File: src/pfr_consts.vh
// Constants for the power-fail and auto-restart sequencer
`ifndef PFR_CONSTS_VH
`define PFR_CONSTS_VH
`define PFR_CLK_PERIOD_NS     50
`define PFR_INIT_PULSE_US     70000
`define PFR_GUARD_US          2000
`define PFR_POWER_DOWN_PULSE_US           8000
`define PFR_INIT_CYCLES       ((`PFR_INIT_PULSE_US * 1000) / `PFR_CLK_PERIOD_NS)
`define PFR_GUARD_CYCLES      ((`PFR_GUARD_US * 1000) / `PFR_CLK_PERIOD_NS)
`define PFR_POWER_DOWN_PULSE_CYCLES       ((`PFR_POWER_DOWN_PULSE_US * 1000) / `PFR_CLK_PERIOD_NS)
`define PFR_VEC_PC_ADDR       16'h0014
`define PFR_VEC_PSW_ADDR      16'h0016
`define PFR_ADDR_STATUS       12'h000
`define PFR_ADDR_MASK         12'h004
`define PFR_ADDR_CTRL         12'h008
`define PFR_ADDR_STATE        12'h00C
`define PFR_EV_INIT_DONE      0
`define PFR_EV_POWER_DOWN_PULSE_REQ       1
`define PFR_EV_TRAP_TAKEN     2
`define PFR_EV_MOMENTARY      3
`define PFR_EV_HALTED         4
`define PFR_NEV               5
`define PFR_CTRL_CONS_LOCK    0
`define PFR_CTRL_HALT_SW      1
`endif

File: src/pfr_power_fail_restart.v
// Power-fail and auto-restart sequencer with APB status and control
//
// Chosen here: the APB slave port and the placing of the registers.
`timescale 1ns/10ps
`include "pfr_consts.vh"

module pfr_power_fail_restart #(
   parameter [31:0] INIT_CYCLES  = `PFR_INIT_CYCLES,
   parameter [31:0] GUARD_CYCLES = `PFR_GUARD_CYCLES,
   parameter [31:0] POWER_DOWN_PULSE_CYCLES  = `PFR_POWER_DOWN_PULSE_CYCLES
) (
   input  wire        pclk,
   input  wire        presetn,
   input  wire        clk_en,
   input  wire        psel,
   input  wire        penable,
   input  wire        pwrite,
   input  wire [11:0] paddr,
   input  wire [31:0] pwdata,
   output wire [31:0] prdata,
   output wire        pready,
   output wire        pslverr,
   output wire        irq,
   input  wire        ac_low_warning_n,
   input  wire        dc_low_shutdown_n,
   input  wire        service_branch_test,
   input  wire        trap_grant,
   output reg         init_pulse,
   output reg         power_up_guard_timer,
   output reg         power_down_pulse,
   output reg         power_down_request_synced,
   output reg         restart_vector_req,
   output reg         power_fail_trap,
   output reg         push_pc_psw,
   output reg  [15:0] vector_pc_addr,
   output reg  [15:0] vector_psw_addr,
   output reg         halted
);

   // Sequencer states; halt behaves as run but the core stays stopped
   localparam [2:0] ST_OFF   = 3'h0;
   localparam [2:0] ST_INIT  = 3'h1;
   localparam [2:0] ST_GUARD = 3'h2;
   localparam [2:0] ST_RUN   = 3'h3;
   localparam [2:0] ST_POWER_DOWN_PULSE  = 3'h4;
   localparam [2:0] ST_HALT  = 3'h5;

   // Line levels, high while the line is asserted
   wire [1:0]  pin_low;
   wire [1:0]  flt_low;
   wire        ac_low_q;
   wire        dc_low_q;
   reg  [2:0]  state_q;
   reg  [31:0] cnt_q;
   reg         power_down_pulse_flag_q;
   reg  [`PFR_NEV-1:0] status_q;
   reg  [`PFR_NEV-1:0] mask_q;
   reg  [1:0]  ctrl_q;
   reg  [31:0] rdata_q;
   wire        wr_en;
   wire        rd_en;
   wire        addr_ok;
   reg  [`PFR_NEV-1:0] ev;
   // Phase ends, register strobes and read view
   wire        init_end;
   wire        guard_end;
   wire        power_down_pulse_end;
   wire        wr_status;
   wire        wr_mask;
   wire        wr_ctrl;
   wire [`PFR_NEV-1:0] clr_bits;
   wire [31:0] state_word;

   // Pins are active low; flip so one means asserted
   assign pin_low  = {~dc_low_shutdown_n, ~ac_low_warning_n};
   assign ac_low_q = flt_low[0];
   assign dc_low_q = flt_low[1];

   // three-flop catch per line, agreement filter
   genvar gi;
   generate
      for (gi = 0; gi < 2; gi = gi + 1) begin : g_line
         reg  [2:0]  sync_q;
         reg         lvl_q;
         // Start asserted: no false release edge after reset
         always @(posedge pclk or negedge presetn) begin
            if (!presetn) begin
               sync_q <= 3'h7;
            end else if (clk_en) begin
               sync_q <= {sync_q[1:0], pin_low[gi]};
            end
         end
         // Level moves only once stages two and three agree
         always @(posedge pclk or negedge presetn) begin
            if (!presetn) begin
               lvl_q <= 1'b1;
            end else if (clk_en && (sync_q[1] == sync_q[2])) begin
               lvl_q <= sync_q[2];
            end
         end
         assign flt_low[gi] = lvl_q;
      end
   endgenerate

   // terminal counts of init, guard and power-down phases
   assign init_end  = (cnt_q >= INIT_CYCLES - 32'h1);
   assign guard_end = (cnt_q >= GUARD_CYCLES - 32'h1);
   assign power_down_pulse_end  = (cnt_q >= POWER_DOWN_PULSE_CYCLES - 32'h1);

   // Main power sequencer
   always @(posedge pclk or negedge presetn) begin
      if (!presetn) begin
         state_q                   <= ST_OFF;
         cnt_q                     <= 32'h0000_0000;
         init_pulse                <= 1'b1;
         power_up_guard_timer      <= 1'b0;
         power_down_pulse          <= 1'b0;
         power_down_pulse_flag_q               <= 1'b0;
         power_down_request_synced <= 1'b0;
         restart_vector_req        <= 1'b0;
         power_fail_trap           <= 1'b0;
         push_pc_psw               <= 1'b0;
         vector_pc_addr            <= 16'h0000;
         vector_psw_addr           <= 16'h0000;
         halted                    <= 1'b0;
         ev                        <= {`PFR_NEV{1'b0}};
      end else if (clk_en) begin
         ev                 <= {`PFR_NEV{1'b0}};
         restart_vector_req <= 1'b0;
         power_fail_trap    <= 1'b0;
         push_pc_psw        <= 1'b0;

         power_down_request_synced <= power_down_pulse_flag_q;
         if (power_down_request_synced && service_branch_test && trap_grant) begin
            power_fail_trap           <= 1'b1;
            push_pc_psw               <= 1'b1;
            vector_pc_addr            <= `PFR_VEC_PC_ADDR;
            vector_psw_addr           <= `PFR_VEC_PSW_ADDR;
            power_down_pulse_flag_q               <= 1'b0;
            power_down_request_synced <= 1'b0;
            ev[`PFR_EV_TRAP_TAKEN]    <= 1'b1;
         end

         // Phase sequencing; a dc-low anywhere falls back to off
         case (state_q)
            ST_OFF: begin
               // hold everything in init while dc-low
               init_pulse <= 1'b1;
               cnt_q      <= 32'h0000_0000;
               if (!dc_low_q)
                  state_q <= ST_INIT;
            end
            ST_INIT: begin
               init_pulse <= 1'b1;
               if (dc_low_q) begin
                  state_q <= ST_OFF;
               end else if (init_end) begin
                  // guard only without ac-low
                  // While ac-low stays asserted the init pulse stretches
                  if (!ac_low_q) begin
                     cnt_q                 <= 32'h0000_0000;
                     init_pulse            <= 1'b0;
                     ev[`PFR_EV_INIT_DONE] <= 1'b1;
                     power_up_guard_timer  <= 1'b1;
                     if (ctrl_q[`PFR_CTRL_HALT_SW] && !ctrl_q[`PFR_CTRL_CONS_LOCK]) begin
                        halted  <= 1'b1;
                        ev[`PFR_EV_HALTED] <= 1'b1;
                     end else begin
                        restart_vector_req <= 1'b1;
                        vector_pc_addr     <= `PFR_VEC_PC_ADDR;
                        vector_psw_addr    <= `PFR_VEC_PSW_ADDR;
                     end
                     state_q <= ST_GUARD;
                  end
               end else begin
                  cnt_q <= cnt_q + 32'd1;
               end
            end
            ST_GUARD: begin
               if (dc_low_q) begin
                  power_up_guard_timer <= 1'b0;
                  state_q <= ST_OFF;
               end else if (guard_end) begin
                  cnt_q                <= 32'h0000_0000;
                  power_up_guard_timer <= 1'b0;
                  state_q              <= halted ? ST_HALT : ST_RUN;
               end else begin
                  cnt_q <= cnt_q + 32'd1;
               end
            end
            ST_RUN, ST_HALT: begin
               if (dc_low_q) begin
                  state_q <= ST_OFF;
                  halted  <= 1'b0;
               end else if (ac_low_q) begin
                  // Guard has expired, so ac-low now counts
                  // fire pulse, set unsynced flag
                  power_down_pulse      <= 1'b1;
                  power_down_pulse_flag_q           <= 1'b1;
                  cnt_q                 <= 32'h0000_0000;
                  ev[`PFR_EV_POWER_DOWN_PULSE_REQ]  <= 1'b1;
                  state_q               <= ST_POWER_DOWN_PULSE;
               end
            end
            ST_POWER_DOWN_PULSE: begin
               if (dc_low_q) begin
                  // Real failure: shutdown takes over
                  power_down_pulse <= 1'b0;
                  power_down_pulse_flag_q      <= 1'b0;
                  halted           <= 1'b0;
                  state_q          <= ST_OFF;
               end else if (power_down_pulse_end) begin
                  power_down_pulse     <= 1'b0;
                  power_down_pulse_flag_q          <= 1'b0;
                  halted               <= 1'b0;
                  cnt_q                <= 32'h0000_0000;
                  init_pulse           <= 1'b1;
                  ev[`PFR_EV_MOMENTARY] <= 1'b1;
                  state_q              <= ST_INIT;
               end else begin
                  cnt_q <= cnt_q + 32'd1;
               end
            end
            default: begin
               state_q <= ST_OFF;
            end
         endcase
      end
   end

   // APB decode: zero wait states, no errors
   assign pready  = 1'b1;
   assign pslverr = 1'b0;
   assign wr_en   = psel & penable & pwrite;
   assign rd_en   = psel & ~penable & ~pwrite;
   assign addr_ok = 1'b1;
   assign prdata  = rdata_q;
   assign irq     = |(status_q & mask_q);

   // Per-register write strobes and write-one-to-clear bits
   assign wr_status = wr_en & (paddr == `PFR_ADDR_STATUS);
   assign wr_mask   = wr_en & (paddr == `PFR_ADDR_MASK);
   assign wr_ctrl   = wr_en & (paddr == `PFR_ADDR_CTRL);
   assign clr_bits  = wr_status ? pwdata[`PFR_NEV-1:0] : {`PFR_NEV{1'b0}};

   // Read-only view of the sequencer for software
   assign state_word = {23'h0, halted, power_down_request_synced, power_down_pulse,
                        power_up_guard_timer, init_pulse, dc_low_q, state_q};

   // Register writes, sticky status; set beats clear
   always @(posedge pclk or negedge presetn) begin
      if (!presetn) begin
         status_q <= {`PFR_NEV{1'b0}};
         mask_q   <= {`PFR_NEV{1'b0}};
         ctrl_q   <= 2'b00;
      end else if (clk_en) begin
         // Event set wins over a clear in the same cycle
         status_q <= (status_q & ~clr_bits) | ev;
         if (wr_mask)
            mask_q <= pwdata[`PFR_NEV-1:0];
         if (wr_ctrl)
            ctrl_q <= pwdata[1:0];
      end
   end

   // Read data captured in setup phase
   always @(posedge pclk or negedge presetn) begin
      if (!presetn) begin
         rdata_q <= 32'h0000_0000;
      end else if (clk_en && rd_en && addr_ok) begin
         case (paddr)
            `PFR_ADDR_STATUS: rdata_q <= {27'h0, status_q};
            `PFR_ADDR_MASK:   rdata_q <= {27'h0, mask_q};
            `PFR_ADDR_CTRL:   rdata_q <= {30'h0, ctrl_q};
            `PFR_ADDR_STATE:  rdata_q <= state_word;
            default:          rdata_q <= 32'h0000_0000;
         endcase
      end
   end

endmodule // pfr_power_fail_restart

File: config.mk
export PLATFORM = sky130hd
export DESIGN_NAME = pfr_power_fail_restart
export DESIGN_NICKNAME = d
export VERILOG_FILES = /design/src/pfr_power_fail_restart.v
export VERILOG_INCLUDE_DIRS = /design/src
export SDC_FILE = /design/constraint.sdc
export NUM_CORES = 1
export LEC_CHECK = 0
export BUFFER_PORTS_ARGS = -buffer_cell sky130_fd_sc_hd__buf_2
export CORE_MARGIN = 10
export CORE_UTILIZATION = 53
export CTS_CLUSTER_DIAMETER = 60
export CTS_CLUSTER_SIZE = 16
export DETAILED_ROUTE_END_ITERATION = 10
export PLACE_DENSITY = 0.77
export REMOVE_ABC_BUFFERS = 1
export SLEW_MARGIN = 20
export SYNTH_ARGS = -nofsm -noshare
export SYNTH_HDL_FRONTEND = slang
export SYNTH_SLANG_ARGS = --single-unit
File: constraint.sdc
create_clock -name pclk -period 3.34 [get_ports pclk]
set_clock_uncertainty 0.2 [all_clocks]
set_input_delay 0.835 -clock pclk [delete_from_list [all_inputs] [get_ports pclk]]
set_output_delay 0.835 -clock pclk [all_outputs]
set_load 0.02 [all_outputs]
==> reports/summary.txt, run 1 <==
Die Ht = 119 microns
Vias in the first global route = 3892
Hpwl dp = 7.87 mm
Most frequent cells after synthesis = dfrtp_1 (99), nand2_1 (52), o21ai_0 (47)
Largest net degree at the start of global routing = 56
Final GP Congestion = 0.862
Max-cap violations = 0
Syn Std Cell Area = 5150 sq um
Routed wire length = 11.0 mm
Area grow syn2layout = 11.7%
Combinational power share = 18.6%
Worst Max-Slew Pin Slew = 0.886 ns
Critical Path RT = 3.41 ns
# hold bufs at CTS = 0
Via count = 3931
Finished Core Util = 61.4%
Max stage delay on crit path = 0.46 ns
Sequential area share after synthesis = 52.7%
Ys async rst share = 100%
Clock network fraction of design power = 29.0%
Final slew viol count = 0
Total power = 0.00293 W
RSZ-0062 raised after global routing = false
PortBufs = 76
Distinct cell type count after synthesis = 56
Crit. End Element = flop
# rows = 35
# fillers = 799
Post-synth top area cell = dfrtp_1
Chip Width = 119 microns
Max Clk Rate = 332 MHz
Crit path kind = flop to flop
Top cell type's share of synthesized area = 48.1%
CP cell instances = ha_1, nand3_1, or3_1, a311oi_2, o21a_1, o22a_2, nor2_2, mux2_2
Switch Pwr = 0.000963 W
Fin nets = 627
Final worst path period share = 90.3%
CP max FO = 31
Final worst path period need = 3.02 ns
CP Launch Type = flop
Internal power = 0.00197 W
CTS-repair resized insts = 0
CTS tree = built
Initial drt markers = 250
Clk_lat worst skew = 0.38 ns
Die area = 14100 sq um
Pre-antenna DRT Iters = 5
Count of final setup violators = 0
Power Dens Cells = 509 nW/um^2
DR WL/cell = 15.6 microns
Hold WC Path Type = flop to flop
Global-route wire length before repair = 19.0 mm
Routed Antenna Nets = 0
Core area = 9370 sq um
Layout cells sized above 1 = 22.9%
# Post-CTS Setup Buffers = 0
Place WS = 0.348 ns
Yosys warns = 0
Maximum root-to-sink buffer count = 2
Clk sinks = 108
Clk slew on worst S/H paths = 0.11 ns
CP arrival = 3.09 ns
I/O pins = 129
Reg2Reg Depth = 8
Setup_tns = 0 ns
H-tree depth = 3
Fin. Hold Viols = 0
DRC Markers = 0
Initial antenna violation count = 0
Top-count cell post-synth = dfrtp_1
Vias per Instance = 5.57
Flop pwr share = 52.4%
Syn avg cell area = 10.1 sq um
CP max stage cell = o22a_2
Max_slew headroom = 39.4%
GRT overflow = 0
Number of synthesized flops with an enable pin = 0
Smallest setup slack after layout = 0.324 ns
Antenna Cells = 0
Synth top area cells = dfrtp_1 (48%), and2_1 (4.6%), dfstp_2 (4.6%)
Primary FF master, synth = dfrtp_1
Pleak = 2.92 nW
Cells on Worst Hold Path = 1
Mapped Cells = 509
Worst vdd ir = 0.000339 V
Starting Density = 55.0%
Outcome = complete, no violations
Register bit total from synthesis = 108
Clk root buf = clkbuf_8
Switching part of the total = 32.9%
Total GRT Usage = 16.0%
TritonCTS buffer count = 9
[path summary, 6_finish.rpt]
check | from | end | slack, ns
hold / removal | vector_pc_addr[4]$_DFFE_PN0P_ | vector_pc_addr[4]$_DFFE_PN0P_ | 0.27
setup reg to reg | cnt_q[0]$_DFFE_PN0P_ | cnt_q[0]$_DFFE_PN0P_ | 0.32
hold reg to reg | vector_pc_addr[4]$_DFFE_PN0P_ | vector_pc_addr[4]$_DFFE_PN0P_ | 0.27
setup / recovery | cnt_q[0]$_DFFE_PN0P_ | cnt_q[0]$_DFFE_PN0P_ | 0.32
min in group asynchronous | presetn | prdata[2]$_DFFE_PN0P_ | 0.29
max in group asynchronous | presetn | init_pulse$_DFFE_PN1P_ | 1.94
[power by group through the flow]
stage	Clock, W	Combinational, W	Sequential (W)
floorplan	0	0.000314	0.00157
global placement	0	0.000534	0.00155
detailed placement	0	0.000549	0.00156
CTS	0.000869	0.000551	0.00153
global route	0.000928	0.000621	0.00155
finish	0.000850	0.000546	0.00154
[logic make-up (layout without fill, tap and decap cells)]
family                   Yosys count  count (layout)  synth area share, %
AO/OA/AOI/OAI                    115             115                 15.1
XOR/XNOR                           1               1                0.170
adder cells (fa/ha/maj)            1               1                0.243
buffers and inverters             70             115                 7.24
flip-flops                       108             108                 52.7
multiplexers                      16              16                 3.93
other                              2              25                0.146
AND/OR/NAND/NOR                  196             196                 20.5
[through the flow]
step                cell area (sq um)  hold WS, ns  cells
floorplan                        4920        0.249    477
global placement                 5540        0.245    690
detailed placement               5540        0.248    690
CTS                              5760        0.280    706
global route                     5760        0.291    706
finish                           5760        0.273    706
[state kept, by name (all words and copies together) (netlist names)]
| register | count |
|---|---|
| ac_low_q | 1 |
| cnt_q | 32 |
| ctrl_q | 2 |
| dc_low_q | 1 |
| ev | 5 |
| g_line.sync_q | 6 |
| halted | 1 |
| init_pulse | 1 |
| mask_q | 5 |
| power_down_pulse | 1 |
| power_down_pulse_flag_q | 1 |
| power_down_request_synced | 1 |
| power_up_guard_timer | 1 |
| prdata | 9 |
| restart_vector_req | 1 |
| state_q | 3 |
| status_q | 5 |
| vector_pc_addr | 16 |
| vector_psw_addr | 16 |
[layer usage]
metal	up-vias	GRT usage, %	part of all wire [%]
met2	141	25.3	47
li1	1871	-	-
met1	1900	20.7	44
met5	-	0	0
met4	0	4.89	1.8
met3	19	4.47	6.9
[area by class of cell]
cell class,instances,area (sq um),area share [%]
clock inverters,7,93.8,1.63
well taps,129,161,2.80
inverters,15,56.3,0.978
multi-input cells,354,2150,37.4
repair buffers,84,455,7.91
clock buffers,9,124,2.15
flip-flops and latches,108,2710,47.2
[cells in the final DEF (no fill, tap or decap), drive strengths merged, types with 14 or more instances in the layout]
cell type  instances
nand2             52
and2              38
o21ai             47
dfrtp             99
buf               84
nor2              25
nand3             16
conb              25
inv               18
mux2              14
[worst max-delay path: cells and delay by family, from the launching register on]
family | cells | cell delay (ns)
compound gates | 3 | 1.04
fa+ha+maj | 1 | 0.20
flops | 1 | 0.39
mux | 1 | 0.29
simple gates | 3 | 0.78
Note: power is estimated with default switching activity, not from simulation.
==> run 2: changes to the inputs <==
CORE_UTILIZATION = 48   (was 53)
PLACE_DENSITY = 0.83   (was 0.77)
clock period = 2.7 ns   (was 3.34 ns; I/O delays follow)
==> run 2 against run 1 <==
Net effect:
- the run now ends with negative setup slack left
- global-route usage down 0.11 points
- sequential share of layout area down 3.9 points
- critical path depth stayed put
- critical endpoint is now ev[4]$_DFFE_PN0P_
==> reports/summary.txt, run 2 (synthesis gave the netlist of run 1 again) <==
Outcome = finished, violations left
Failing checks = negative setup slack
H-tree depth = 3
TritonCTS buffer count = 9
Maximum root-to-sink buffer count = 2
Max-cap violations = 0
Place WS = -0.133 ns
Fin nets = 665
Finished Core Util = 60.4%
Pleak = 3.17 nW
Final GP Congestion = 0.894
Worst Max-Slew Pin Slew = 0.879 ns
Hold WC Path Type = primary input to flop
RSZ-0062 raised after global routing = true
Max stage delay on crit path = 0.55 ns
Worst vdd ir = 0.000339 V
GRT overflow = 0
Vias in the first global route = 4043
Clk root buf = clkbuf_8
Grt met3 use = 4.48%
Die Ht = 124 microns
Area grow syn2layout = 21.7%
Busiest grt layer = met2
Total GRT Usage = 15.9%
CP max stage cell = or4_4
Power Dens Cells = 606 nW/um^2
Initial antenna violation count = 0
Crit. End Element = flop
Final worst path period share = 101%
Final slew viol count = 0
Smallest setup slack after layout = -0.0157 ns
Grt met1 use = 19.9%
Layout cells sized above 1 = 33.4%
# rows = 37
CP cell instances = or4_4, nor4_4, nand3_1, buf_4, o41a_1, nand2_1, a211o_1, o21ai_0
Max Clk Rate = 368 MHz
Starting Density = 49.7%
Core area = 10400 sq um
PortBufs = 76
DR WL/cell = 17.7 microns
Clk slew on worst S/H paths = 0.10 ns
Antenna Cells = 0
Global-route wire length before repair = 19.8 mm
Largest registers = cnt_q: 32 flops, vector_pc_addr: 16 flops, vector_psw_addr: 16 flops
Met2 Use GR = 26.1%
Clk sinks = 108
Commonest non-fill, non-tap cell in the layout = dfrtp_1
Initial drt markers = 448
Number of flip-flops in the largest register = 32
CP Launch Type = flop
Crit path kind = flop to flop
I/O pins = 129
Via count = 4269
Count of final setup violators = 3
Top reg by flops = cnt_q
CP max FO = 5
CP arrival = 2.76 ns
Pre-antenna DRT Iters = 6
Final non-filler cell total = 750
CTS tree = built
Vias per Instance = 5.69
Clk_lat worst skew = 0.37 ns
Routed wire length = 13.3 mm
Most frequent cells in the layout = dfrtp_1 (99), buf_2 (75), nand2_1 (52), o21ai_0 (37), buf_4 (35)
Routed Antenna Nets = 0
Largest net degree at the start of global routing = 66
Chip Width = 124 microns
Placed cell count = 719
# fillers = 839
Hpwl dp = 8.84 mm
Critical Path RT = 2.74 ns
Final worst path period need = 2.72 ns
Die area = 15300 sq um
Fin. Hold Viols = 0
Max_slew headroom = 40.9%
DRC Markers = 0
==> run 2: cell count changes in the layout (fill, tap and decap cells not counted), sizes merged <==
cell         before  now
inv              18   16
o22a              1    2
clkbuf            9   12
buf              84  118
dlygate4sd3       0    1
==> run 2: final timing paths <==
kind | start | end | slack, ns | cells after the start
worst min-delay path | ac_low_warning_n | g_line[0].sync_q[0]$_DFFE_PN1P_ | 0.25 | 2
worst max-delay path | cnt_q[25]$_DFFE_PN0P_ | ev[4]$_DFFE_PN0P_ | -0.02 | 8
min in group asynchronous | presetn | power_up_guard_timer$_DFFE_PN0P_ | 0.50 | 2
max in group asynchronous | presetn | dc_low_q$_DFFE_PN1P_ | 1.11 | 3
worst max register to register | cnt_q[25]$_DFFE_PN0P_ | ev[4]$_DFFE_PN0P_ | -0.02 | 8
worst min register to register | vector_psw_addr[4]$_DFFE_PN0P_ | vector_psw_addr[4]$_DFFE_PN0P_ | 0.27 | 1
==> run 2: worst max-delay path, delay by kind of cell, from the launching register on <==
kind | cells | cell delay [ns]
buffers and inverters | 1 | 0.23
AOI/OAI and AO/OA | 3 | 0.68
DFF | 1 | 0.40
and+or+nand+nor | 4 | 1.07
==> run 2: where the power goes <==
group | switching, W | internal (W) | total (W)
Clock | 0.000557 | 0.000432 | 0.000988
Combinational | 0.000598 | 0.000354 | 0.000951
Sequential | 0.000109 | 0.00175 | 0.00186
==> run 2: repair_timing <==
action / 4_1_cts / 5_1_grt
pin swaps: 0 / 34
hold buffers: 1 / 0
hold endpoints to repair: 13 / 0
endpoints found under the setup margin: 20 / 52
setup buffers: 0 / 8
resized for setup: 1 / 67
cloned: 0 / 7
==> run 2: area by class of cell <==
cell class | count | area [sq um] | area share, %
Multi-Input combinational cell | 355 | 2330 | 37.2
Tap cell | 136 | 170 | 2.71
Clock buffer | 10 | 128 | 2.04
Timing Repair Buffer | 121 | 806 | 12.9
Clock inverter | 5 | 62.6 | 0.998
Sequential cell | 108 | 2710 | 43.3
Inverter | 15 | 56.3 | 0.898
==> run 2: through the flow <==
stage,total power (W),cell area (sq um),TNS [ns],hold slack (ns)
floorplan,0.00233,4920,-0.966,0.179
global placement,0.00262,5720,-0.0905,0.246
detailed placement,0.00266,5720,-1.09,0.248
CTS,0.00365,5930,-0.00934,0.231
global route,0.00398,6270,-3.99,0.250
finish,0.00380,6270,-0.0450,0.247
==> run 2: routing by layer <==
layer | wire (microns) | vias up
met5 | 0 | -
met4 | 213 | 0
met3 | 1140 | 22
met2 | 6510 | 201
met1 | 5410 | 2107
li1 | - | 1939
